<file path="config.mk">
export PLATFORM = sky130hd
export DESIGN_NAME = brto_bridge_order
export DESIGN_NICKNAME = d
export VERILOG_FILES = /design/src/design/brto_pkg.sv /design/src/design/brto_bridge_order.sv /design/src/design/brto_fifo.sv
export SDC_FILE = /design/constraint.sdc
export NUM_CORES = 1
export LEC_CHECK = 0
export ABC_AREA = 1
export BUFFER_PORTS_ARGS = -buffer_cell sky130_fd_sc_hd__buf_2
export CAP_MARGIN = 20
export CORE_UTILIZATION = 54
export CTS_CLUSTER_SIZE = 28
export DETAILED_ROUTE_END_ITERATION = 10
export PLACE_DENSITY = 0.76
export SLEW_MARGIN = 20
export SYNTH_ARGS = -nofsm -noshare
export SYNTH_HDL_FRONTEND = slang
export SYNTH_HIERARCHICAL = 1
export SYNTH_SLANG_ARGS = --single-unit
</file>
<file path="constraint.sdc">
create_clock -name sys_clk_i -period 17.2 [get_ports sys_clk_i]
set_input_delay 3.44 -clock sys_clk_i [delete_from_list [all_inputs] [get_ports sys_clk_i]]
set_output_delay 3.44 -clock sys_clk_i [all_outputs]
set_load 0.05 [all_outputs]
</file>
<file path="src/design/brto_pkg.sv">
// shared constants, types and decode helpers for the bridge ordering core
package brto_pkg;

  // bus command encodings seen at both segment ports
  localparam int         CMD_W      = 3;
  localparam logic [2:0] CMD_MEM_RD = 3'h0;
  localparam logic [2:0] CMD_MEM_WR = 3'h1;
  localparam logic [2:0] CMD_IO_RD  = 3'h2;
  localparam logic [2:0] CMD_IO_WR  = 3'h3;
  localparam logic [2:0] CMD_CFG_RD = 3'h4;
  localparam logic [2:0] CMD_CFG_WR = 3'h5;

  // acceptance-order tags for posted writes
  localparam int         SEQ_W   = 8;
  localparam logic [7:0] SEQ_RST = 8'h00;
  localparam logic [7:0] SEQ_ONE = 8'h01;

  // default posted-write queue depth per direction
  localparam int FIFO_DEPTH = 4;

  // non-posted transaction slot, one per direction
  typedef enum logic [2:0] {
    SLOT_IDLE,
    SLOT_FLUSH,
    SLOT_ISSUE,
    SLOT_PULL,
    SLOT_READY
  } brto_slot_type;

  // any read, whatever the space
  function automatic logic is_read(input logic [2:0] cmd);
    is_read = (cmd == CMD_MEM_RD) || (cmd == CMD_IO_RD) || (cmd == CMD_CFG_RD);
  endfunction

  // commands the bridge completes at the source before the destination
  function automatic logic is_posted(input logic [2:0] cmd, input logic host_io);
    is_posted = (cmd == CMD_MEM_WR) || (host_io && (cmd == CMD_IO_WR));
  endfunction

endpackage

</file>
<file path="src/design/brto_bridge_order.sv">
// transaction ordering and posting core of a two-segment bridge
`timescale 1ns/10ps
module brto_bridge_order #(
  parameter int   ADDR_W       = 32,
  parameter int   DATA_W       = 32,
  parameter int   DEPTH        = brto_pkg::FIFO_DEPTH,
  parameter logic HOST_IO_POST = 1'b0
) (
  input  wire logic              sys_clk_i,
  input  wire logic              reset_i,
  input  wire logic              a_in_valid_i,
  input  wire logic [2:0]        a_in_cmd_i,
  input  wire logic [ADDR_W-1:0] a_in_addr_i,
  input  wire logic [DATA_W-1:0] a_in_data_i,
  input  wire logic              a_in_lock_i,
  output logic                   a_in_done_o,
  output logic                   a_in_retry_o,
  output logic      [DATA_W-1:0] a_in_rdata_o,
  output logic                   a_out_valid_o,
  output logic      [2:0]        a_out_cmd_o,
  output logic      [ADDR_W-1:0] a_out_addr_o,
  output logic      [DATA_W-1:0] a_out_data_o,
  output logic                   a_out_lock_o,
  input  wire logic              a_out_done_i,
  input  wire logic              a_out_retry_i,
  input  wire logic [DATA_W-1:0] a_out_rdata_i,
  input  wire logic              a_lock_est_i,
  input  wire logic              b_in_valid_i,
  input  wire logic [2:0]        b_in_cmd_i,
  input  wire logic [ADDR_W-1:0] b_in_addr_i,
  input  wire logic [DATA_W-1:0] b_in_data_i,
  input  wire logic              b_in_lock_i,
  output logic                   b_in_done_o,
  output logic                   b_in_retry_o,
  output logic      [DATA_W-1:0] b_in_rdata_o,
  output logic                   b_out_valid_o,
  output logic      [2:0]        b_out_cmd_o,
  output logic      [ADDR_W-1:0] b_out_addr_o,
  output logic      [DATA_W-1:0] b_out_data_o,
  output logic                   b_out_lock_o,
  input  wire logic              b_out_done_i,
  input  wire logic              b_out_retry_i,
  input  wire logic [DATA_W-1:0] b_out_rdata_i,
  input  wire logic              b_lock_est_i
);
  localparam int QW = ADDR_W + DATA_W + brto_pkg::CMD_W;

  // direction d enters on side d and is mastered on the other side
  logic              in_valid [2];
  logic [2:0]        in_cmd   [2];
  logic [ADDR_W-1:0] in_addr  [2];
  logic [DATA_W-1:0] in_data  [2];
  logic              in_lock  [2];
  logic              lock_est [2];
  logic              mst_done [2];
  logic              mst_retry[2];
  logic [DATA_W-1:0] mst_rdata[2];

  logic              in_done  [2];
  logic              in_retry [2];
  logic [DATA_W-1:0] in_rdata [2];
  logic              mst_valid[2];
  logic [2:0]        mst_cmd  [2];
  logic [ADDR_W-1:0] mst_addr [2];
  logic [DATA_W-1:0] mst_data [2];
  logic              mst_lock [2];
  logic              own_wr   [2];
  logic              own_slot [2];

  brto_pkg::brto_slot_type slot_st[2];
  logic [2:0]        slot_cmd  [2];
  logic [ADDR_W-1:0] slot_addr [2];
  logic [DATA_W-1:0] slot_data [2];
  logic [DATA_W-1:0] slot_rdata[2];
  logic              slot_lock [2];
  logic [brto_pkg::SEQ_W-1:0] push_tag[2];
  logic [brto_pkg::SEQ_W-1:0] pull_tag[2];
  logic [brto_pkg::SEQ_W-1:0] wr_seq  [2];
  logic [brto_pkg::SEQ_W-1:0] done_seq[2];

  logic          wr_post   [2];
  logic          np_req    [2];
  logic          lock_block[2];
  logic          push_ok   [2];
  logic          q_ready   [2];
  logic          q_valid   [2];
  logic [QW-1:0] q_head    [2];
  logic          load_wr   [2];
  logic          load_slot [2];
  logic          slot_hit  [2];

  // port mapping: index 0 is side a entry, mastered on side b
  assign in_valid  = '{a_in_valid_i, b_in_valid_i};
  assign in_cmd    = '{a_in_cmd_i, b_in_cmd_i};
  assign in_addr   = '{a_in_addr_i, b_in_addr_i};
  assign in_data   = '{a_in_data_i, b_in_data_i};
  assign in_lock   = '{a_in_lock_i, b_in_lock_i};
  assign lock_est  = '{a_lock_est_i, b_lock_est_i};
  assign mst_done  = '{b_out_done_i, a_out_done_i};
  assign mst_retry = '{b_out_retry_i, a_out_retry_i};
  assign mst_rdata = '{b_out_rdata_i, a_out_rdata_i};

  assign a_in_done_o   = in_done[0];
  assign a_in_retry_o  = in_retry[0];
  assign a_in_rdata_o  = in_rdata[0];
  assign b_in_done_o   = in_done[1];
  assign b_in_retry_o  = in_retry[1];
  assign b_in_rdata_o  = in_rdata[1];
  assign b_out_valid_o = mst_valid[0];
  assign b_out_cmd_o   = mst_cmd[0];
  assign b_out_addr_o  = mst_addr[0];
  assign b_out_data_o  = mst_data[0];
  assign b_out_lock_o  = mst_lock[0];
  assign a_out_valid_o = mst_valid[1];
  assign a_out_cmd_o   = mst_cmd[1];
  assign a_out_addr_o  = mst_addr[1];
  assign a_out_data_o  = mst_data[1];
  assign a_out_lock_o  = mst_lock[1];

  // each direction has its own queue, slot and master; only the read pull and the lock hold depend on the other
  for (genvar d = 0; d < 2; d++) begin : g_dir
    localparam int O = 1 - d;

    // request classification at the entry side
    assign wr_post[d] = in_valid[d] && brto_pkg::is_posted(in_cmd[d], HOST_IO_POST);
    assign np_req[d]  = in_valid[d] && !brto_pkg::is_posted(in_cmd[d], HOST_IO_POST);
    // the master on this entry side belongs to direction O
    assign lock_block[d] = lock_est[d] && slot_lock[O] && (slot_st[O] == brto_pkg::SLOT_ISSUE);
    // acceptance depends only on queue room and an established lock
    assign push_ok[d] = wr_post[d] && q_ready[d] && !lock_block[d];
    assign slot_hit[d] = np_req[d] && (slot_st[d] == brto_pkg::SLOT_READY) &&
                         (in_cmd[d] == slot_cmd[d]) && (in_addr[d] == slot_addr[d]) &&
                         (in_data[d] == slot_data[d]);

    // posted-write queue, order kept by first-in first-out
    brto_fifo #(
      .WIDTH (QW),
      .DEPTH (DEPTH)
    ) u_queue (
      .sys_clk_i    (sys_clk_i),
      .reset_i      (reset_i),
      .push_valid_i (push_ok[d]),
      .push_ready_o (q_ready[d]),
      .push_data_i  ({in_cmd[d], in_addr[d], in_data[d]}),
      .pop_valid_o  (q_valid[d]),
      .pop_ready_i  (load_wr[d]),
      .pop_data_o   (q_head[d])
    );

    // target answers one cycle after the attempt
    always_ff @(posedge sys_clk_i or posedge reset_i) begin
      if (reset_i) begin
        in_done[d]  <= 1'b0;
        in_retry[d] <= 1'b0;
        in_rdata[d] <= '0;
      end else begin
        in_done[d]  <= push_ok[d] || slot_hit[d];
        in_retry[d] <= (wr_post[d] && !push_ok[d]) || (np_req[d] && !slot_hit[d]);
        if (slot_hit[d]) begin
          in_rdata[d] <= slot_rdata[d];
        end
      end
    end

    // acceptance and completion tags for flush comparisons
    always_ff @(posedge sys_clk_i or posedge reset_i) begin
      if (reset_i) begin
        wr_seq[d]   <= brto_pkg::SEQ_RST;
        done_seq[d] <= brto_pkg::SEQ_RST;
      end else begin
        if (push_ok[d]) begin
          wr_seq[d] <= wr_seq[d] + brto_pkg::SEQ_ONE;
        end
        if (mst_done[d] && own_wr[d]) begin
          done_seq[d] <= done_seq[d] + brto_pkg::SEQ_ONE;
        end
      end
    end

    // non-posted slot: flush, issue, pull for reads, then wait for the reissue
    always_ff @(posedge sys_clk_i or posedge reset_i) begin
      if (reset_i) begin
        slot_st[d]    <= brto_pkg::SLOT_IDLE;
        slot_cmd[d]   <= brto_pkg::CMD_MEM_RD;
        slot_addr[d]  <= '0;
        slot_data[d]  <= '0;
        slot_lock[d]  <= 1'b0;
        slot_rdata[d] <= '0;
        push_tag[d]   <= brto_pkg::SEQ_RST;
        pull_tag[d]   <= brto_pkg::SEQ_RST;
      end else begin
        case (slot_st[d])
          brto_pkg::SLOT_IDLE: begin
            if (np_req[d]) begin
              slot_cmd[d]  <= in_cmd[d];
              slot_addr[d] <= in_addr[d];
              slot_data[d] <= in_data[d];
              slot_lock[d] <= in_lock[d];
              push_tag[d]  <= wr_seq[d];
              slot_st[d]   <= brto_pkg::SLOT_FLUSH;
            end
          end
          brto_pkg::SLOT_FLUSH: begin
            if (done_seq[d] == push_tag[d]) begin
              slot_st[d] <= brto_pkg::SLOT_ISSUE;
            end
          end
          brto_pkg::SLOT_ISSUE: begin
            if (mst_done[d] && own_slot[d]) begin
              slot_rdata[d] <= mst_rdata[d];
              pull_tag[d]   <= wr_seq[O];
              slot_st[d]    <= brto_pkg::is_read(slot_cmd[d]) ?
                               brto_pkg::SLOT_PULL : brto_pkg::SLOT_READY;
            end
          end
          brto_pkg::SLOT_PULL: begin
            if (done_seq[O] == pull_tag[d]) begin
              slot_st[d] <= brto_pkg::SLOT_READY;
            end
          end
          brto_pkg::SLOT_READY: begin
            if (slot_hit[d]) begin
              slot_st[d] <= brto_pkg::SLOT_IDLE;
            end
          end
          default: slot_st[d] <= brto_pkg::SLOT_IDLE;
        endcase
      end
    end

    // destination master: posted writes first, then the slot request
    assign load_wr[d]   = !own_wr[d] && !own_slot[d] && q_valid[d];
    assign load_slot[d] = !own_wr[d] && !own_slot[d] && !q_valid[d] &&
                          (slot_st[d] == brto_pkg::SLOT_ISSUE);

    always_ff @(posedge sys_clk_i or posedge reset_i) begin
      if (reset_i) begin
        own_wr[d]    <= 1'b0;
        own_slot[d]  <= 1'b0;
        mst_valid[d] <= 1'b0;
        mst_cmd[d]   <= brto_pkg::CMD_MEM_RD;
        mst_addr[d]  <= '0;
        mst_data[d]  <= '0;
        mst_lock[d]  <= 1'b0;
      end else if (load_wr[d]) begin
        own_wr[d]    <= 1'b1;
        mst_valid[d] <= 1'b1;
        {mst_cmd[d], mst_addr[d], mst_data[d]} <= q_head[d];
        mst_lock[d]  <= 1'b0;
      end else if (load_slot[d]) begin
        own_slot[d]  <= 1'b1;
        mst_valid[d] <= 1'b1;
        mst_cmd[d]   <= slot_cmd[d];
        mst_addr[d]  <= slot_addr[d];
        mst_data[d]  <= slot_data[d];
        mst_lock[d]  <= slot_lock[d];
      end else if (mst_done[d]) begin
        own_wr[d]    <= 1'b0;
        own_slot[d]  <= 1'b0;
        mst_valid[d] <= 1'b0;
      end else if (mst_retry[d]) begin
        mst_valid[d] <= 1'b0;
      end else if (own_wr[d] || own_slot[d]) begin
        mst_valid[d] <= 1'b1;
      end
    end

  end
endmodule

</file>
<file path="src/design/brto_fifo.sv">
// first-in first-out posted-write queue with valid/ready on both sides
`timescale 1ns/10ps
module brto_fifo #(
  parameter int WIDTH = 67,
  parameter int DEPTH = 4
) (
  input  wire logic             sys_clk_i,
  input  wire logic             reset_i,
  input  wire logic             push_valid_i,
  output logic                  push_ready_o,
  input  wire logic [WIDTH-1:0] push_data_i,
  output logic                  pop_valid_o,
  input  wire logic             pop_ready_i,
  output logic      [WIDTH-1:0] pop_data_o
);
  localparam int PTR_W = (DEPTH > 1) ? $clog2(DEPTH) : 1;
  localparam int CNT_W = $clog2(DEPTH + 1);
  localparam logic [PTR_W-1:0] PTR_LAST = PTR_W'(DEPTH - 1);
  localparam logic [CNT_W-1:0] CNT_FULL = CNT_W'(DEPTH);

  logic [WIDTH-1:0] mem [DEPTH];
  logic [PTR_W-1:0] wr_ptr;
  logic [PTR_W-1:0] rd_ptr;
  logic [CNT_W-1:0] count;
  logic             push_fire;
  logic             pop_fire;

  // honest full and empty from the occupancy count
  assign push_ready_o = (count != CNT_FULL);
  assign pop_valid_o  = (count != '0);
  assign pop_data_o   = mem[rd_ptr];
  assign push_fire    = push_valid_i && push_ready_o;
  assign pop_fire     = pop_ready_i && pop_valid_o;

  // storage write
  always_ff @(posedge sys_clk_i) begin
    if (push_fire) begin
      mem[wr_ptr] <= push_data_i;
    end
  end

  // pointers and count
  always_ff @(posedge sys_clk_i or posedge reset_i) begin
    if (reset_i) begin
      wr_ptr <= '0;
      rd_ptr <= '0;
      count  <= '0;
    end else begin
      if (push_fire) begin
        wr_ptr <= (wr_ptr == PTR_LAST) ? '0 : wr_ptr + 1'b1;
      end
      if (pop_fire) begin
        rd_ptr <= (rd_ptr == PTR_LAST) ? '0 : rd_ptr + 1'b1;
      end
      if (push_fire && !pop_fire) begin
        count <= count + 1'b1;
      end else if (pop_fire && !push_fire) begin
        count <= count - 1'b1;
      end
    end
  end
endmodule

</file>
==> flow_summary.toml <==
[outcome]
status = "complete, no violations"

[synthesis]
synth_edf_count = 536
synth_top_area_frac = 0.3545
ys_seq_area_frac = 0.6267
synthTopCellsByCount = "nand2_1, inv_1, edfxtp_1"
synthTopCellsByArea = "edfxtp_1, dfrtp_1, nand2_1, inv_1, o211ai_2"
synth_cells = 4254
ys_warn_count = 6
yosysMostFrequentCell = "nand2_1"
async_reset_ff_frac = 0.4796
avgSynthCellArea_um2 = 10.67
ys_types = 41
synth-seq-cells = 1030
syn_nets = 4482
ys.flop_type = "edfxtp_1"
synth_largest_area_cell = "edfxtp_1"
netlist_area_um2 = 45410

[detailed_routing]
routedWlPerCell_um = 19.00
dr.pass1.iters = 6
vias = 31180
via_per_inst = 5.376
drt-total-wl_um = 110200
ant_nets = 0
first_iter_violations = 2442
drcViolationCount = 0

[pwr]
leakage_nw = 23.33
ir_drop_mv = 0.1836
power_density_nw_per_um2 = 176.4

[layout]
drive_above_1_share = 0.2001
fin_nets = 4852
area_delta_synth_final_pct = 13.45

[clock_tree]
clk_root_buffer_cell = "clkbuf_16"
cts_buffer_depth = 3
clk_latency_ps = 680
clk_pin_slew_ps = 60
cts_tree = "yes"
cts_made_buffers = 104
cts-hold-fix-buffers = 0
cts_setup_buffers = 0
cts_resized = 0
htree_levels = 3
clock-sinks = 1030

[critical_path]
cp.required_ps = 17460
r2r_end = "g_dir[0].u_queue/mem[3][2]$_DFFE_PP_"
worst-r2r-cell-count = 8
reg2reg_from = "slot_st[1]$_DFFE_PP0P_"
reg2reg_slack_ps = 13710
crit_start = "a_in_cmd_i[2]"
arrival_ps = 6400
worstSetupStartpointType = "primary input"
crit_fanout = 38
end_kind = "flip-flop"
path_class = "in2reg"
endpoint = "g_dir[0].u_queue/mem[3][2]$_DFFE_PP_"

[timing]
hold_viol_final = 0
setup_viol = 0
period_minus_slack_ps = 6133
max_freq_mhz = 163.1
relSlewSlack = 0.2501
tightest_slew_ps = 1125
rsz0062_at_grt = "no"
skew_ps = 60.84
finalWorstSetupSlack_ps = 11070
fin_crit_sh = 0.3566
finalMaxSlewViolations = 0
setup_tns_ps = 0

[grt]
antenna_found_initial = 22
grtUsageTotal = 0.2578
grt_first_pass_wirelength_um = 171300
gr-total-overflow = 0
first_global_vias = 30800
grt_max_degree = 190

[floorplan]
die_w_um = 292.0
die_area_um2 = 85250
coreArea_um2 = 82640
num_rows = 105
die_h_um = 292.0
pin_count = 416
initial_core_util = 0.5495

[place]
pre_cts_slack_ps = 10410
port_buffers = 415
dp_hpwl_um = 68340
gp_routability_congestion = 0.9254

[flow_run]
maxCapViolations = 0

[worst_hold_path]
hp-class = "reg2reg"
## cells in the final DEF (no fill, tap or decap), types with 13 or more instances in the layout
| cell | instances |
|---|---|
| nand2_1 | 1331 |
| inv_1 | 561 |
| edfxtp_1 | 536 |
| dfrtp_1 | 490 |
| buf_2 | 415 |
| nor2_1 | 189 |
| o211ai_1 | 189 |
| o211ai_2 | 146 |
| o21ai_0 | 130 |
| mux2_2 | 113 |
| clkbuf_16 | 104 |
| nand3_1 | 75 |
| xnor2_1 | 74 |
| a31oi_1 | 35 |
| xor2_1 | 32 |
| clkbuf_1 | 30 |
| buf_4 | 29 |
| a21oi_2 | 28 |
| nor3_1 | 26 |
| nand4_1 | 24 |
| inv_2 | 18 |
| diode_2 | 17 |
| clkinv_2 | 17 |
| ha_1 | 16 |
| clkbuf_8 | 16 |
| nor2_4 | 13 |
## worst min-delay path by stage
stage | from | to | slack (ps) | cells after the start
6_report | slot_rdata[30]$_DFFE_PP0P_ | b_in_rdata_o[30]$_DFFE_PP0P_ | 430 | 2
5_1_grt | slot_rdata[30]$_DFFE_PP0P_ | b_in_rdata_o[30]$_DFFE_PP0P_ | 450 | 2
4_1_cts | slot_rdata[30]$_DFFE_PP0P_ | b_in_rdata_o[30]$_DFFE_PP0P_ | 430 | 2
3_5_place_dp | b_in_rdata_o[8]$_DFFE_PP0P_ | b_in_rdata_o[8]$_DFFE_PP0P_ | 450 | 2
3_3_place_gp | slot_rdata[11]$_DFFE_PP0P_ | b_in_rdata_o[11]$_DFFE_PP0P_ | 450 | 2
2_1_floorplan | wr_seq[2]$_DFFE_PP0P_ | wr_seq[2]$_DFFE_PP0P_ | 440 | 1
## layer usage
metal,part of all wire,global-route usage
met1,0.41,0.3390
met2,0.48,0.4236
met5,0.00088,0
met4,0.038,0.1094
met3,0.071,0.04438
## cell type report
class	count	area (µm²)
timing repair buffer	450	2437
multi-input combinational	2457	13580
sequential	1030	28470
inverter	581	2188
antenna	17	42.54
tap	1070	1339
clock buffer	150	2935
clock inverter	45	520.5
fill	6451	31120
## where the power goes
part | internal (mW) | leakage (nW) | switching [mW]
Sequential | 3.11 | 10.9 | 0.493
Clock | 1.31 | 1.69 | 0.959
Combinational | 1.00 | 10.8 | 2.20
Total | 5.43 | 23.3 | 3.66
## cells by family (layout without fill, tap and decap cells)
group / Yosys count / in the layout / share of synthesized area
multiplexers: 113 / 113 / 0.02802
AND/OR/NAND/NOR: 1678 / 1678 / 0.1447
flip-flops: 1030 / 1030 / 0.6267
XOR/XNOR: 106 / 106 / 0.02045
buffers and inverters: 767 / 1226 / 0.07685
AO/OA/AOI/OAI: 542 / 542 / 0.09801
adder cells (fa/ha/maj): 18 / 18 / 0.005291
other: 0 / 17 / 0
## registers in the layout, summed over array words and instances (netlist names), 16 cells and up
signal,flops
g_dir.u_queue/mem,536
slot_addr,64
slot_data,64
slot_rdata,64
a_in_rdata_o,32
a_out_addr_o,32
a_out_data_o,32
b_in_rdata_o,32
b_out_addr_o,32
b_out_data_o,32
done_seq,16
pull_tag,16
push_tag,16
wr_seq,16
## worst max-delay path, cell delays in order
cell and delay, ps:
buf_2 130, inv_1 100, nand3_1 220, nor2_1 220, nand3_2 160, inv_1 190, nand2_1 320, nor2_4 930
buf_4 660
## through the flow
step	total power [mW]	utilization	hold WS, ps	area, µm²	std cells
2_1_floorplan	6.040	-	441.6	45410	4254
3_3_place_gp	6.702	0.5797	449.5	47910	5584
3_5_place_dp	6.821	0.5801	453.1	47930	5585
4_1_cts	9.113	0.6219	427.8	51390	5780
5_1_grt	9.578	0.6232	453.6	51500	5794
6_report	9.086	0.6234	431.7	51510	5800
(Power assumes the default switching activity.)
